$ cat config.mk
export PLATFORM = sky130hd
export DESIGN_NAME = sfpc_top
export DESIGN_NICKNAME = d
export VERILOG_FILES = /design/src/sfpc_pkg.sv /design/src/sfpc_top.sv
export SDC_FILE = /design/constraint.sdc
export NUM_CORES = 1
export LEC_CHECK = 0
export ABC_AREA = 1
export BUFFER_PORTS_ARGS = -buffer_cell sky130_fd_sc_hd__buf_2
export CAP_MARGIN = 20
export CORE_MARGIN = 8
export CORE_UTILIZATION = 45
export CTS_BUF_LIST = sky130_fd_sc_hd__clkbuf_16
export DETAILED_ROUTE_END_ITERATION = 10
export GPL_TIMING_DRIVEN = 0
export HOLD_SLACK_MARGIN = 0.12
export MAX_ROUTING_LAYER = met4
export PLACE_DENSITY = 0.78
export SYNTH_ARGS = -nofsm -noshare
export SYNTH_HDL_FRONTEND = slang
export SYNTH_SLANG_ARGS = --single-unit
$ cat constraint.sdc
create_clock -name core_clk_in -period 1.8 [get_ports core_clk_in]
set_clock_uncertainty 0.1 [all_clocks]
set_input_delay 0.09 -clock core_clk_in [delete_from_list [all_inputs] [get_ports core_clk_in]]
set_output_delay 0.09 -clock core_clk_in [all_outputs]
set_load 0.01 [all_outputs]
$ cat src/sfpc_pkg.sv
// Constants for the switch frame policy configuration block
package sfpc_pkg;
    // Printed register offsets are indices; byte address is four times the index
    localparam logic [7:0] GC2_IDX       = 8'h04;
    localparam logic [7:0] GC3_IDX       = 8'h05;
    localparam logic [7:0] GC2_ADDR      = GC2_IDX * 8'h04;
    localparam logic [7:0] GC3_ADDR      = GC3_IDX * 8'h04;
    localparam int unsigned ADDR_W       = 8;
    localparam int unsigned DATA_W       = 32;
    localparam int unsigned REG_W        = 8;
    // Global control two fields
    localparam int unsigned GC2_HUGE_BIT  = 2;
    localparam int unsigned GC2_LEGAL_BIT = 1;
    localparam logic [7:0]  GC2_RW_MASK   = 8'h07;
    localparam logic [7:0]  GC2_RESET     = 8'h00;
    // Global control three fields
    localparam int unsigned GC3_VLAN_BIT  = 7;
    localparam int unsigned GC3_IGMP_BIT  = 6;
    localparam int unsigned GC3_WFQ_BIT   = 3;
    localparam int unsigned GC3_SNIFF_BIT = 0;
    localparam logic [7:0]  GC3_RW_MASK   = 8'hC9;
    localparam logic [7:0]  GC3_RESET     = 8'h00;
    // Frame size limits in bytes, inclusive
    localparam int unsigned LEN_W         = 11;
    localparam logic [10:0] LEN_HUGE      = 11'h77C;
    localparam logic [10:0] LEN_DEFAULT   = 11'h600;
    localparam logic [10:0] LEN_TAGGED    = 11'h5F2;
    localparam logic [10:0] LEN_UNTAGGED  = 11'h5EE;
    // Ports: bit 2 is the processor-facing MII port
    localparam int unsigned NUM_PORTS     = 3;
    localparam logic [2:0]  CPU_PORT_MASK = 3'h4;
    // Egress queues and weights, queue 3 highest
    localparam int unsigned NUM_Q         = 4;
    localparam int unsigned CRED_W        = 4;
    localparam logic [3:0]  WFQ_W3        = 4'h8;
    localparam logic [3:0]  WFQ_W2        = 4'h4;
    localparam logic [3:0]  WFQ_W1        = 4'h2;
    localparam logic [3:0]  WFQ_W0        = 4'h1;
    localparam logic [3:0]  WFQ_BONUS     = 4'h1;
    localparam logic [3:0]  CRED_ZERO     = 4'h0;
    localparam logic [3:0]  CRED_ONE      = 4'h1;
    // Decision buffer
    localparam logic [1:0]  BUF_DEPTH     = 2'h2;
    localparam logic [1:0]  CNT_ONE       = 2'h1;
endpackage

$ cat src/sfpc_top.sv
// Frame policy configuration registers, size filter, sniff rule and egress scheduler
//
// What this block does
// Huge bit set: accept frames up to 1916 bytes, legal check ignored.
// Both bits clear: accept frames up to 1536 bytes.
// Legal check only: drop tagged above 1522, untagged above 1518 bytes.
// Software keeps reserved bits at reset value; reserved bit 0 resets 0.
// Global control three bit 7 enables VLAN mode; resets disabled.
// IGMP snoop bit set: every IGMP frame within the size limit goes to processor port.
// Fair queue bit clear: egress follows the per-port priority method.
// Fair queuing with all queues busy: bandwidth 8:4:2:1, queue three first.
// With empty queues, highest non-empty queue gets one extra weight.
// Sniff mode set: sniff only when source and destination both match.
// Sniff mode clear: sniff when source or destination matches.
// Oversize frames are discarded entirely; tag flag comes from parsed header.
//
// Chosen here: the APB interface to the registers.
`timescale 1ns/1ns
module sfpc_top (
    input  wire logic                          core_clk_in,
    input  wire logic                          rst_n_in,
    input  wire logic                          ce_in,
    input  wire logic                          psel_in,
    input  wire logic                          penable_in,
    input  wire logic                          pwrite_in,
    input  wire logic [sfpc_pkg::ADDR_W-1:0]   paddr_in,
    input  wire logic [sfpc_pkg::DATA_W-1:0]   pwdata_in,
    input  wire logic [3:0]                    pstrb_in,
    output logic      [sfpc_pkg::DATA_W-1:0]   prdata_out,
    output logic                               pready_out,
    output logic                               pslverr_out,
    input  wire logic                          frm_valid_in,
    output logic                               frm_ready_out,
    input  wire logic [sfpc_pkg::LEN_W-1:0]    frm_len_in,
    input  wire logic                          frm_tagged_in,
    input  wire logic                          frm_igmp_in,
    input  wire logic                          frm_src_sniff_in,
    input  wire logic                          frm_dst_sniff_in,
    input  wire logic [sfpc_pkg::NUM_PORTS-1:0] frm_ports_in,
    output logic                               dec_valid_out,
    input  wire logic                          dec_ready_in,
    output logic      [sfpc_pkg::NUM_PORTS-1:0] dec_fwd_mask_out,
    output logic                               dec_sniff_out,
    output logic                               dec_drop_out,
    output logic                               vlan_en_out,
    output logic                               wfq_en_out,
    input  wire logic [sfpc_pkg::NUM_Q-1:0]    q_nonempty_in,
    input  wire logic                          q_take_in,
    output logic      [1:0]                    q_sel_out,
    output logic                               q_sel_valid_out
);
    import sfpc_pkg::*;

    logic [REG_W-1:0]  gc2_q;
    logic [REG_W-1:0]  gc3_q;
    logic [DATA_W-1:0] prdata_q;
    logic              slverr_q;
    logic              hit_gc2;
    logic              hit_gc3;
    logic              acc;
    logic              wr_lane0;
    logic [REG_W-1:0]  rd_mux;

    // APB slave
    assign hit_gc2  = (paddr_in == GC2_ADDR);
    assign hit_gc3  = (paddr_in == GC3_ADDR);
    assign acc      = psel_in & penable_in & ce_in;
    assign wr_lane0 = acc & pwrite_in & pstrb_in[0];
    assign rd_mux   = hit_gc2 ? gc2_q : (hit_gc3 ? gc3_q : 8'h00);

    // Zero wait states; a frozen clock enable stretches the access
    assign pready_out  = acc;
    assign pslverr_out = acc & slverr_q;
    assign prdata_out  = prdata_q;

    // Read data captured in the setup cycle so it leaves a flop
    always_ff @(posedge core_clk_in or negedge rst_n_in) begin
        if (!rst_n_in) begin
            prdata_q <= 32'h0000_0000;
            slverr_q <= 1'b0;
        end else if (ce_in && psel_in && !penable_in) begin
            prdata_q <= {24'h00_0000, rd_mux};
            slverr_q <= ~(hit_gc2 | hit_gc3);
        end
    end

    // Reserved bits other than global control two bit 0 are not stored, so they read back zero
    always_ff @(posedge core_clk_in or negedge rst_n_in) begin
        if (!rst_n_in) begin
            gc2_q <= GC2_RESET;
            gc3_q <= GC3_RESET;
        end else if (wr_lane0) begin
            if (hit_gc2) begin
                gc2_q <= pwdata_in[REG_W-1:0] & GC2_RW_MASK;
            end
            if (hit_gc3) begin
                gc3_q <= pwdata_in[REG_W-1:0] & GC3_RW_MASK;
            end
        end
    end

    assign vlan_en_out = gc3_q[GC3_VLAN_BIT];
    assign wfq_en_out  = gc3_q[GC3_WFQ_BIT];

    // Frame decision
    logic [LEN_W-1:0]     len_limit;
    logic                 drop_d;
    logic [NUM_PORTS-1:0] mask_d;
    logic                 sniff_d;

    always_comb begin
        if (gc2_q[GC2_HUGE_BIT]) begin
            len_limit = LEN_HUGE;
        end else if (gc2_q[GC2_LEGAL_BIT]) begin
            len_limit = frm_tagged_in ? LEN_TAGGED : LEN_UNTAGGED;
        end else begin
            len_limit = LEN_DEFAULT;
        end
    end

    assign drop_d = (frm_len_in > len_limit);
    // Discarded frames reach no port and are never mirrored
    assign mask_d = drop_d ? 3'h0 :
                    ((gc3_q[GC3_IGMP_BIT] & frm_igmp_in) ? CPU_PORT_MASK : frm_ports_in);
    assign sniff_d = ~drop_d & (gc3_q[GC3_SNIFF_BIT] ?
                     (frm_src_sniff_in & frm_dst_sniff_in) :
                     (frm_src_sniff_in | frm_dst_sniff_in));

    // Two-entry decision buffer
    logic [NUM_PORTS-1:0] buf_mask_q  [2];
    logic                 buf_sniff_q [2];
    logic                 buf_drop_q  [2];
    logic                 wr_ptr_q;
    logic                 rd_ptr_q;
    logic [1:0]           cnt_q;
    logic                 push;
    logic                 pop;

    assign frm_ready_out = (cnt_q != BUF_DEPTH);
    assign dec_valid_out = (cnt_q != 2'h0);
    assign push = frm_valid_in & frm_ready_out & ce_in;
    assign pop  = dec_valid_out & dec_ready_in & ce_in;

    assign dec_fwd_mask_out = buf_mask_q[rd_ptr_q];
    assign dec_sniff_out    = buf_sniff_q[rd_ptr_q];
    assign dec_drop_out     = buf_drop_q[rd_ptr_q];

    always_ff @(posedge core_clk_in or negedge rst_n_in) begin
        if (!rst_n_in) begin
            for (int i = 0; i < 2; i++) begin
                buf_mask_q[i]  <= 3'h0;
                buf_sniff_q[i] <= 1'b0;
                buf_drop_q[i]  <= 1'b0;
            end
        end else if (push) begin
            buf_mask_q[wr_ptr_q]  <= mask_d;
            buf_sniff_q[wr_ptr_q] <= sniff_d;
            buf_drop_q[wr_ptr_q]  <= drop_d;
        end
    end

    always_ff @(posedge core_clk_in or negedge rst_n_in) begin
        if (!rst_n_in) begin
            wr_ptr_q <= 1'b0;
            rd_ptr_q <= 1'b0;
            cnt_q    <= 2'h0;
        end else begin
            if (push) begin
                wr_ptr_q <= ~wr_ptr_q;
            end
            if (pop) begin
                rd_ptr_q <= ~rd_ptr_q;
            end
            if (push && !pop) begin
                cnt_q <= cnt_q + CNT_ONE;
            end else if (pop && !push) begin
                cnt_q <= cnt_q - CNT_ONE;
            end
        end
    end

    // Egress scheduler
    logic [CRED_W-1:0] cred_q [NUM_Q];
    logic [NUM_Q-1:0]  elig;
    logic              any_elig;
    logic              any_busy;
    logic              any_empty;
    logic [1:0]        top_busy;
    logic [1:0]        pick;
    logic [CRED_W-1:0] weight [NUM_Q];
    logic              reload;

    assign weight[3] = WFQ_W3;
    assign weight[2] = WFQ_W2;
    assign weight[1] = WFQ_W1;
    assign weight[0] = WFQ_W0;

    always_comb begin
        elig     = 4'h0;
        top_busy = 2'h0;
        pick     = 2'h0;
        for (int i = 0; i < NUM_Q; i++) begin
            elig[i] = q_nonempty_in[i] & (cred_q[i] != CRED_ZERO);
            if (q_nonempty_in[i]) begin
                top_busy = 2'(i);
            end
            if (elig[i]) begin
                pick = 2'(i);
            end
        end
    end

    assign any_elig  = |elig;
    assign any_busy  = |q_nonempty_in;
    assign any_empty = ~&q_nonempty_in;
    assign reload    = wfq_en_out & any_busy & ~any_elig;

    // A round ends when no busy queue has credit left; refill weights then
    always_ff @(posedge core_clk_in or negedge rst_n_in) begin
        if (!rst_n_in) begin
            for (int i = 0; i < NUM_Q; i++) begin
                cred_q[i] <= CRED_ZERO;
            end
        end else if (ce_in) begin
            if (reload) begin
                for (int i = 0; i < NUM_Q; i++) begin
                    cred_q[i] <= weight[i] +
                                 ((any_empty && top_busy == 2'(i)) ? WFQ_BONUS : CRED_ZERO);
                end
            end else if (wfq_en_out && q_take_in && q_sel_valid_out && cred_q[q_sel_out] != CRED_ZERO) begin
                cred_q[q_sel_out] <= cred_q[q_sel_out] - CRED_ONE;
            end
        end
    end

    // Strict pick when fair queuing is off; per-port method applied downstream
    always_ff @(posedge core_clk_in or negedge rst_n_in) begin
        if (!rst_n_in) begin
            q_sel_out       <= 2'h0;
            q_sel_valid_out <= 1'b0;
        end else if (ce_in) begin
            q_sel_out       <= wfq_en_out ? pick : top_busy;
            q_sel_valid_out <= wfq_en_out ? any_elig : any_busy;
        end
    end

    // Assertions
    property p_huge_accept;
        @(posedge core_clk_in) disable iff (!rst_n_in)
        (push && gc2_q[GC2_HUGE_BIT]) |-> (drop_d == (frm_len_in > 11'h77C));
    endproperty
    a_huge_accept: assert property (p_huge_accept) else $error("huge limit wrong");

    property p_default_limit;
        @(posedge core_clk_in) disable iff (!rst_n_in)
        (push && !gc2_q[GC2_HUGE_BIT] && !gc2_q[GC2_LEGAL_BIT]) ##1 ce_in |->
        (buf_drop_q[$past(wr_ptr_q)] == ($past(frm_len_in) > 11'h600));
    endproperty
    a_default_limit: assert property (p_default_limit) else $error("default limit wrong");

    property p_legal_limit;
        @(posedge core_clk_in) disable iff (!rst_n_in)
        (push && !gc2_q[GC2_HUGE_BIT] && gc2_q[GC2_LEGAL_BIT]) |->
        (drop_d == (frm_len_in > (frm_tagged_in ? 11'h5F2 : 11'h5EE)));
    endproperty
    a_legal_limit: assert property (p_legal_limit) else $error("legal limit wrong");

    property p_drop_nowhere;
        @(posedge core_clk_in) disable iff (!rst_n_in)
        dec_valid_out && dec_drop_out |-> (dec_fwd_mask_out == 3'h0) && !dec_sniff_out;
    endproperty
    a_drop_nowhere: assert property (p_drop_nowhere) else $error("dropped frame forwarded");

    property p_igmp_cpu;
        @(posedge core_clk_in) disable iff (!rst_n_in)
        (push && !drop_d && frm_igmp_in && gc3_q[GC3_IGMP_BIT]) ##1 (dec_valid_out && rd_ptr_q == $past(wr_ptr_q))
        |-> dec_fwd_mask_out == CPU_PORT_MASK;
    endproperty
    a_igmp_cpu: assert property (p_igmp_cpu) else $error("igmp not sent to cpu port");

    property p_sniff_rule;
        @(posedge core_clk_in) disable iff (!rst_n_in)
        (push && !drop_d) |-> sniff_d == (gc3_q[GC3_SNIFF_BIT] ? (frm_src_sniff_in && frm_dst_sniff_in)
                                                                : (frm_src_sniff_in || frm_dst_sniff_in));
    endproperty
    a_sniff_rule: assert property (p_sniff_rule) else $error("sniff rule wrong");

    property p_vlan_write;
        @(posedge core_clk_in) disable iff (!rst_n_in)
        (wr_lane0 && hit_gc3) |=> vlan_en_out == $past(pwdata_in[GC3_VLAN_BIT]);
    endproperty
    a_vlan_write: assert property (p_vlan_write) else $error("vlan enable not written");

    property p_wfq_reload;
        @(posedge core_clk_in) disable iff (!rst_n_in)
        (reload && ce_in && &q_nonempty_in) |=>
        (cred_q[3] == 4'h8 && cred_q[2] == 4'h4 && cred_q[1] == 4'h2 && cred_q[0] == 4'h1);
    endproperty
    a_wfq_reload: assert property (p_wfq_reload) else $error("weights not 8:4:2:1");

    property p_wfq_bonus;
        @(posedge core_clk_in) disable iff (!rst_n_in)
        (reload && ce_in && q_nonempty_in == 4'hB) |=> cred_q[3] == 4'h9;
    endproperty
    a_wfq_bonus: assert property (p_wfq_bonus) else $error("no bonus weight");

    property p_strict_pick;
        @(posedge core_clk_in) disable iff (!rst_n_in)
        (ce_in && !wfq_en_out && q_nonempty_in[3]) |=> q_sel_valid_out && q_sel_out == 2'h3;
    endproperty
    a_strict_pick: assert property (p_strict_pick) else $error("strict pick wrong");

    property p_buf_full;
        @(posedge core_clk_in) disable iff (!rst_n_in)
        (push && !pop && cnt_q == 2'h1) |=> !frm_ready_out [*1] ##0 dec_valid_out;
    endproperty
    a_buf_full: assert property (p_buf_full) else $error("buffer full not shown");

    c_drop: cover property (@(posedge core_clk_in) disable iff (!rst_n_in) pop && dec_drop_out);
    c_full: cover property (@(posedge core_clk_in) disable iff (!rst_n_in) !frm_ready_out ##1 pop);
    c_reload: cover property (@(posedge core_clk_in) disable iff (!rst_n_in) reload && any_empty);
    c_igmp: cover property (@(posedge core_clk_in) disable iff (!rst_n_in) push && frm_igmp_in && !drop_d);
endmodule

==> results.md, run 1 <==
Logic synthesis:
- Counting flops with an async set or reset pin after synthesis yields a share of 100%.
- Of the total synthesized cell area, the portion taken by full adders, half adders and majority gates is under 10%.
- Yosys attributes the largest share of cell area to sky130_fd_sc_hd__dfrtp_1 (38%), sky130_fd_sc_hd__nand2_1 (17%), sky130_fd_sc_hd__buf_4 (6.8%), sky130_fd_sc_hd__inv_1 (5.3%), sky130_fd_sc_hd__nand3_1 (5.0%).
- After synthesis the cells add up to 3110 um2.
- The xor and xnor fraction of the mapped netlist area is 0.844%.
- After synthesis, the share of cell area in mux cells is 0%.
- The part of the Yosys area used for sequential elements is between 30% and 40%.
- Summing the areas of all and, or, nand and nor instances in the mapped netlist gives between 30% and 40% of the synthesized area.
- The main combinational cell family by area after synthesis is simple AND/OR/NAND/NOR gates.
- The average instance area after synthesis is between 7 and 8 um2.
- The top cell type's share of synthesized area is between 30 and 40%.
- Counting flops with a built-in enable in the synthesized netlist gives 0.
- The synthesized design spends more area on one cell type than any other, namely sky130_fd_sc_hd__dfrtp_1.
- The cell count after synthesis came out at approximately 430.
- For this run, the leading register cell type out of synthesis is sky130_fd_sc_hd__dfrtp_1.
- Synthesis inferred between 40 and 50 register bits.
- The complex-gate fraction of the synthesized area is between 8 and 9%.
- Yosys mapped the design onto 32 distinct sky130hd cell types.
- During synthesis, Yosys emitted a total of 0 warnings.

Clock tree:
- The clock tree synthesis step divided the H-tree into 2 levels.
- CTS placed an instance of sky130_fd_sc_hd__clkbuf_16 at the clock tree root.
- TritonCTS built the clock tree.
- The total CTS buffers is 5.
- The maximum number of buffers from clock root to sink is 2.
- The clock-pin slew of the registers on the worst-case setup and hold paths is ~70 ps.
- The CTS sink count is 47.
- The clock network latency to the later pin of the worst-skew pair is approximately 290 ps.

STA:
- The number of endpoints with negative hold slack in the final report is 0.
- The worst setup slack after layout is -124 ps.
- In this run the tightest slew margin relative to its limit is 58.8%.
- The count of pins over their slew limit is 0.
- Based on the critical path, the design can be clocked at up to ~520 MHz.
- The final setup TNS is -1650 ps.
- At the pin with the least slew margin, the transition time is roughly 600 ps.
- For the finished layout, the period the worst path requires is slightly below 2000 ps.
- The final critical path takes up 107% of the cycle.
- Setup violations remaining at the end of the flow were counted as 26.
- Setup repair after global routing could not meet its margin everywhere.

Drt:
- The average routed wire per standard cell is around 15 um.
- The number of violations reported at the end of detailed-routing iteration 0 is approximately 210.
- The number of design rule violations left after detail routing is 0.
- The via density per instance is between 5 and 6.
- The final layout contains routed wiring with a total length of roughly 9500 um.
- The detailed-router iteration count before antenna repair is 5.
- The count of nets left with antenna violations once routing finished came out at 0.
- The total via count in the routed design is approximately 3300.

Floorplan:
- The site row count is 30.
- The floorplan step set the die width to around 100 um.
- The initial cell density of the core is roughly 46%.
- The die footprint is between 9000 and 10000 um2.
- The vertical die dimension is around 100 um.
- The region available for standard cell placement spans between 6000 and 7000 um2.
- around 120 I/O pins were placed.

Final layout:
- The number of nets at the end of the flow is between 600 and 700.
- The number of diodes added for antenna fixing is 0.
- The number of filler cells placed in the layout is roughly 550.
- The area growth from synthesis to layout is 40.3%.
- The post-route netlist has between 30% and 40% of its cells at a drive strength greater than 1.

Critical path:
- STA classifies the critical path startpoint as a flop.
- The most critical setup path has its startpoint at gc2_q[2].
- The data required time at the worst endpoint is roughly 1900 ps.
- Setup slack on the worst reg-to-reg path comes out at -120 ps.
- The critical path arrival is roughly 2000 ps.
- The type of the worst setup path is flop to flop.
- Of all nets on the critical path, the largest fanout is 5.
- The worst setup path is captured at a flop.
- The reg-to-reg critical path startpoint is gc2_q[2].

GRT:
- The first global-routing pass estimated ~15000 um of wire.
- The via count of the first global-routing pass came to between 3000 and 4000.
- The aggregate global-route resource usage is a little under a fifth.
- The residual overflow from global routing is 0.
- The number of antenna violations at the first check in global routing is 0.
- Entering global routing, the biggest net connects 48 pins.

Power:
- For this design the ratio of total power to cell area is around 1300 nW/um2.
- The maximum vdd drop is roughly 620 uV.
- The leakage power is 2.35 nW.

Run:
- The max-capacitance violation count is 0.

Outcome:
- The final reports fail on negative setup slack.
- The run finished, with violations left.

Hold path:
- The classification of the worst-slack hold path is primary input to flop.
- In this run the most critical hold path is launched from ce_in.

Placed design:
- The pre-CTS setup slack is -236 ps.
- Once detailed placement completed, the half-perimeter wirelength came to between 6000 and 7000 um.
- During placement, the flow inserted port buffers numbering 65.
- The weighted congestion at the end of routability-driven global placement is around 0.95.
-- state kept, by name (all words and copies together), names as in the netlist, 2 cells and up --
signal / flops
cred_q: 16
gc2_q: 3
gc3_q: 4
prdata_out: 6
q_sel_out: 2
buf_mask_q: 6
buf_drop_q: 2
buf_sniff_q: 2
cnt_q: 2
-- metrics by stage --
stage | power [W] | instance area [um2] | utilization [%] | cells | hold WS [ps]
global route | 0.00616 | 4370 | 64.6 | 642 | 154
floorplan | 0.00336 | 3210 | - | 454 | -306
detailed placement | 0.00406 | 3630 | 53.7 | 599 | 247
global placement | 0.00401 | 3630 | 53.7 | 599 | 228
finish | 0.00578 | 4370 | 64.6 | 642 | 126
CTS | 0.00550 | 4230 | 62.5 | 636 | 145
-- cell families after synthesis --
| family | count (synthesis) |
|---|---|
| other | 1 |
| adders and majority gates | 11 |
| DFF | 47 |
| AOI/OAI and AO/OA | 48 |
| xor gates and xnor gates | 3 |
| buffers and inverters | 78 |
| and+or+nand+nor | 241 |
-- synthesized netlist by cell type (all sizes together) (3+ instances only) --
master	count
ha	11
nand3	36
o21ai	25
nand4	4
inv	48
o211ai	3
dfrtp	47
a21oi	14
buf	30
nand2	142
nor2	51
nor3	5
-- final cells by class --
class	count	area [um2]	share of cell area (%)
Tap cell	80	100	2.29
Clock inverter	3	22.5	0.516
Clock buffer	5	125	2.87
Inverter	48	183	4.18
Sequential cell	47	1180	27.0
Buffer	30	234	5.36
Multi-Input combinational cell	330	1880	43.0
Timing Repair Buffer	99	643	14.7
-- repair_timing --
item,CTS,global route
gates resized for setup,46,23
hold buffers,21,1
endpoints found under the hold margin,72,6
endpoints found under the setup margin,26,28
buffers inserted,5,4
gates cloned,3,0
pin swaps,18,15
-- power by group --
group,total [W],internal (W),switching [W]
combinational,0.00316,0.00120,0.00196
sequential,0.00167,0.00137,0.000297
clock,0.000948,0.000520,0.000428
total,0.00578,0.00309,0.00268
-- worst max-delay path, stage by stage (launching register included) --
cell and delay (ps):
sky130_fd_sc_hd__dfrtp_2 470, sky130_fd_sc_hd__nor2_4 170, sky130_fd_sc_hd__inv_1 60, sky130_fd_sc_hd__ha_1 270, sky130_fd_sc_hd__nand2_1 70, sky130_fd_sc_hd__nor2_2 140
sky130_fd_sc_hd__o211ai_1 130, sky130_fd_sc_hd__nand3_2 150, sky130_fd_sc_hd__nand2_4 90, sky130_fd_sc_hd__o211ai_1 100, sky130_fd_sc_hd__nand2_1 70
-- metal layers --
| layer | share of wire (%) | global-route usage, % |
|---|---|---|
| met1 | 41 | 22.1 |
| met2 | 51 | 31.7 |
| met3 | 6.4 | 3.56 |
| met5 | 0 | - |
| met4 | 1.8 | 4.42 |
-- cells in the final DEF, fill, tap and decap left out, drive strengths merged, types with 2 or more instances in the layout --
cell type and instances:
and2 2, xor2 2, dfrtp 47, nand2 143, clkbuf 5, dlygate4sd3 22, nor2 51, o211ai 3
o31ai 2, nor3 5, ha 11, clkinv 2, conb 26, inv 49, nand4 4, a21oi 14
nand3 36, buf 107, o21ai 25
-- path summary, 6_finish.rpt --
kind | cells after the start | end
worst min register to register | 2 | prdata_out[1]
max in group asynchronous | 4 | q_sel_out[1]
min in group asynchronous | 3 | prdata_out[1]
worst max-delay path | 10 | buf_mask_q[2]
worst min-delay path | 4 | wr_ptr_q
worst max register to register | 10 | buf_mask_q[2]
No activity file was read; power rests on OpenSTA's default activity.
==> inputs of run 2 (changes only) <==
--- a/config.mk
+++ b/config.mk
@@ -5,17 +5,17 @@
 export SDC_FILE = /design/constraint.sdc
 export NUM_CORES = 1
 export LEC_CHECK = 0
-export ABC_AREA = 1
 export BUFFER_PORTS_ARGS = -buffer_cell sky130_fd_sc_hd__buf_2
 export CAP_MARGIN = 20
 export CORE_MARGIN = 8
-export CORE_UTILIZATION = 45
+export CORE_UTILIZATION = 44
 export CTS_BUF_LIST = sky130_fd_sc_hd__clkbuf_16
 export DETAILED_ROUTE_END_ITERATION = 10
 export GPL_TIMING_DRIVEN = 0
 export HOLD_SLACK_MARGIN = 0.12
 export MAX_ROUTING_LAYER = met4
-export PLACE_DENSITY = 0.78
+export PLACE_DENSITY = 0.77
+export SLEW_MARGIN = 10
 export SYNTH_ARGS = -nofsm -noshare
 export SYNTH_HDL_FRONTEND = slang
 export SYNTH_SLANG_ARGS = --single-unit
==> results.md, run 2 <==
Final layout:
- The number of flip-flops in the largest register is 16.
- The register name with the most flops is cred_q.
- Cells with a size suffix above 1 make up between 40 and 50% of the layout.
- Excluding fillers, the count of instances in the completed layout stands at 494.
- In the layout the commonest cells are sky130_fd_sc_hd__buf_2 (65), sky130_fd_sc_hd__dfrtp_1 (45), sky130_fd_sc_hd__buf_4 (41).
- The area growth from synthesis to layout is 43.6%.
- The number of filler cells placed in the layout is approximately 490.
- After the last flow step, the layout net total stands at around 500.
- The number of diodes added for antenna fixing is 0.
- The library cell used most frequently in the layout, excluding fill and tap cells, is sky130_fd_sc_hd__buf_2.

Drt:
- The number of violations reported at the end of detailed-routing iteration 0 is 86.
- For this run, design rule violations remaining after detail routing come to 0.
- The post-detailed-route count of antenna-violating nets is 0.
- The pre-antenna-repair detailed-routing pass consisted of 4 iterations.
- The average routed wire per standard cell is ~17 um.
- The total routed wirelength is just over 8000 um.
- Detailed routing inserted a total of ~2600 vias.
- Using the TritonRoute via totals, the vias-per-cell ratio works out to 5.35.

Logic synthesis:
- The number of warnings issued by yosys is 0.
- Summed over its instances, the top area cell type makes up around two fifths of the synthesized netlist area.
- The complex-gate fraction of the synthesized area is between 10% and 20%.
- Summing the areas of all fa, ha and maj instances in the mapped netlist gives between 4 and 5% of the synthesized area.
- Counting distinct cell types in the post-synthesis netlist gives 58.
- sky130_fd_sc_hd__dfrtp_1 takes more of the synthesized area than any other cell.
- After synthesis the cells add up to between 2000 and 3000 um2.
- After synthesis the netlist holds a flip-flop and latch count of 47.
- The count of flip-flops with a built-in enable after synthesis is 0.
- After synthesis, the largest family of logic cells by area is compound AO/OA/AOI/OAI gates.
- The xor and xnor fraction of the mapped netlist area is 2.10%.
- After synthesis, the most frequently instantiated cells are sky130_fd_sc_hd__dfrtp_1 (47), sky130_fd_sc_hd__nand2_1 (35), sky130_fd_sc_hd__buf_4 (26), sky130_fd_sc_hd__inv_1 (14), sky130_fd_sc_hd__nor2_1 (12).
- By instance count, the leading cell after synthesis is sky130_fd_sc_hd__dfrtp_1.
- The post-synthesis async set-or-reset flop share is 100%.
- Multiplexer cells account for between 10% and 20% of the synthesized area.
- The most common flop cell mapped by yosys is sky130_fd_sc_hd__dfrtp_1.
- After Yosys synthesis, and, or, nand and nor cells account for around 16% of the synthesized area.
- Averaged over all synthesized cells, the footprint is 10.3 um2.
- Yosys attributes the largest share of cell area to sky130_fd_sc_hd__dfrtp_1 (40%), sky130_fd_sc_hd__buf_4 (6.7%), sky130_fd_sc_hd__ha_1 (4.7%), sky130_fd_sc_hd__nand2_1 (4.5%), sky130_fd_sc_hd__mux2_2 (3.1%).
- The part of the Yosys area used for sequential elements is a little over 40%.
- In the synthesized netlist, the number of instances is approximately 280.

Floorplan:
- In this run the horizontal extent of the chip is 97.4 um.
- The floorplan step set the die height to ~97 um.
- For this configuration, the core starts out at a cell density of 45.7%.
- 121 I/O pins were placed.
- The floorplan step defined a die boundary enclosing 9490 um2.
- After floorplanning, the core was sized to cover 6390 um2.
- The initialized floorplan defines 29 standard-cell rows.

GRT:
- The number of antenna violations at the first check in global routing is 0.
- The via count of the first global-routing pass came to 2804.
- Global routing used between 10% and 20% of the available tracks.
- Entering global routing, the biggest net connects 48 pins.
- The first global-routing pass estimated between 10000 and 15000 um of wire.
- The residual overflow from global routing is 0.

Placed design:
- The congestion estimate from routability-driven global placement came to about 0.9.
- Input and output buffers added on the ports amount to 65.
- Summed over all nets, the half-perimeter wirelength after detailed placement is ~5700 um.
- The cell count after placement is 450.

Critical path:
- Walking the worst path, the cells encountered are buf_6 > mux4_2 > inv_2 > ha_4 > xor2_1 > and3_4 > a22o_1.
- The slowest stage of the critical path is the sky130_fd_sc_hd__mux4_2 cell.
- The worst setup path is captured at a flop.
- STA puts the critical path data arrival time at approximately 2300 ps.
- The largest stage delay on the critical path is about 550 ps.
- The type of the worst setup path is flop to flop.
- The data required time at the worst endpoint is just under 2000 ps.
- The worst setup path is launched from a flop.
- The top fanout value on the critical path is 5.

Clock tree:
- The TritonCTS clock tree is yes.
- The clock network latency to the later pin of the worst-skew pair is slightly below 300 ps.
- The maximum number of buffers from clock root to sink is 2.
- The clock-pin slew of the registers on the worst-case setup and hold paths is roughly 60 ps.
- Counting every sink on the clock net gives between 40 and 50.
- The buffer cell driving the clock tree root is sky130_fd_sc_hd__clkbuf_16.
- Buffers inserted during clock tree synthesis total 5.
- The number of levels in the clock H-tree is 2.

Run:
- The max-capacitance violation count is 0.

STA:
- Setup repair after global routing could not meet its margin everywhere.
- The worst hold margin is approximately 110 ps.
- The count of pins over their slew limit is 0.
- The headroom to the max-slew limit is 65.8%.
- The number of endpoints with negative hold slack in the final report is 0.
- Setup violations remaining at the end of the flow were counted as 26.
- The maximum frequency from static timing analysis is around 470 MHz.
- The worst-margin pin slew is around 510 ps.
- The worst setup slack after layout is -320 ps.
- The shortest period the worst path allows is about 2100 ps.
- In the finished design, the share of the clock period the worst path needs comes to 118%.

Outcome:
- The final reports fail on negative setup slack.
- The flow ran to the end, but the final reports show violations.

Power:
- The worst-case IR drop observed on VDD is between 500 and 600 uV.
- Dividing total power by cell area gives a power density of a little under 800 nW/um2.
- The leakage power is roughly 2.1 nW.
- The completed layout was analyzed and its total power is 0.00330 W.

Hold path:
- The tightest min-delay check is of the primary input to asynchronous set/reset pin type.
## run 2: logic make-up (layout without fill, tap and decap cells)
| kind of cell | Yosys count | after routing |
|---|---|---|
| DFF | 47 | 47 |
| other | 1 | 26 |
| AOI/OAI and AO/OA | 62 | 63 |
| buffers and inverters | 48 | 156 |
| muxes | 22 | 22 |
| adders and majority gates | 11 | 11 |
| xor gates and xnor gates | 7 | 7 |
| and+or+nand+nor | 85 | 85 |
## run 2: layer usage
metal | GRT usage (%) | up-vias | routed length [um]
li1 | - | 1234 | -
met1 | 19.5 | 1284 | 3400
met2 | 29.4 | 107 | 4200
met3 | 4.41 | 16 | 504
met4 | 6.41 | 0 | 143
met5 | - | - | 0
## run 2: what timing repair did
action / in CTS / in global routing
buffers inserted: 10 / 6
gates cloned: 1 / 0
setup endpoints to repair: 27 / 31
pin swaps: 13 / 15
gates resized for setup: 22 / 24
hold buffers: 18 / 2
hold endpoints to repair: 70 / 3
## run 2: final timing paths
path	startpoint	to	slack [ps]	cells after the start
max	q_sel_out[0]	cred_q[14]	-320	7
max in group asynchronous	rst_n_in	gc2_q[2]	1000	3
min	rst_n_in	cred_q[15]	110	2
min in group core_clk_in	paddr_in[6]	slverr_q	120	4
max reg2reg	q_sel_out[0]	cred_q[14]	-320	7
min reg2reg	prdata_out[1]	prdata_out[1]	370	2
## run 2: worst max-delay path: cells and delay by family, from the launching register on
kind	cells	cell delay, ps
flops	1	360
compound gates	1	130
simple gates	1	250
fa+ha+maj	1	190
xor+xnor	1	250
buf+inv	2	220
mux	1	550
## run 2: cell type report
class                      instances  area (um2)  area share (%)
tap                               77        96.3            2.30
clock inverter                     3        21.3           0.508
buffer                            34         244            5.83
inverter                          14        52.6            1.25
sequential                        47        1180            28.1
clock buffer                       5         125            2.99
multi-input combinational        214        1820            43.5
timing repair buffer             100         648            15.5
## run 2: where the power goes
group / total [W] / internal, W / switching (W)
clock: 0.000927 / 0.000515 / 0.000412
sequential: 0.00132 / 0.00122 / 0.0000987
combinational: 0.00106 / 0.000536 / 0.000522
## run 2: stage by stage
stage	TNS [ps]	area, um2	setup slack [ps]	util (%)
after floorplan	-3160	3050	-278	-
after global placement	-5790	3470	-345	54.3
after detailed placement	-7440	3470	-383	54.3
after CTS	-5840	3990	-291	62.5
after global routing	-9040	4190	-445	65.6
final	-6790	4190	-320	65.6
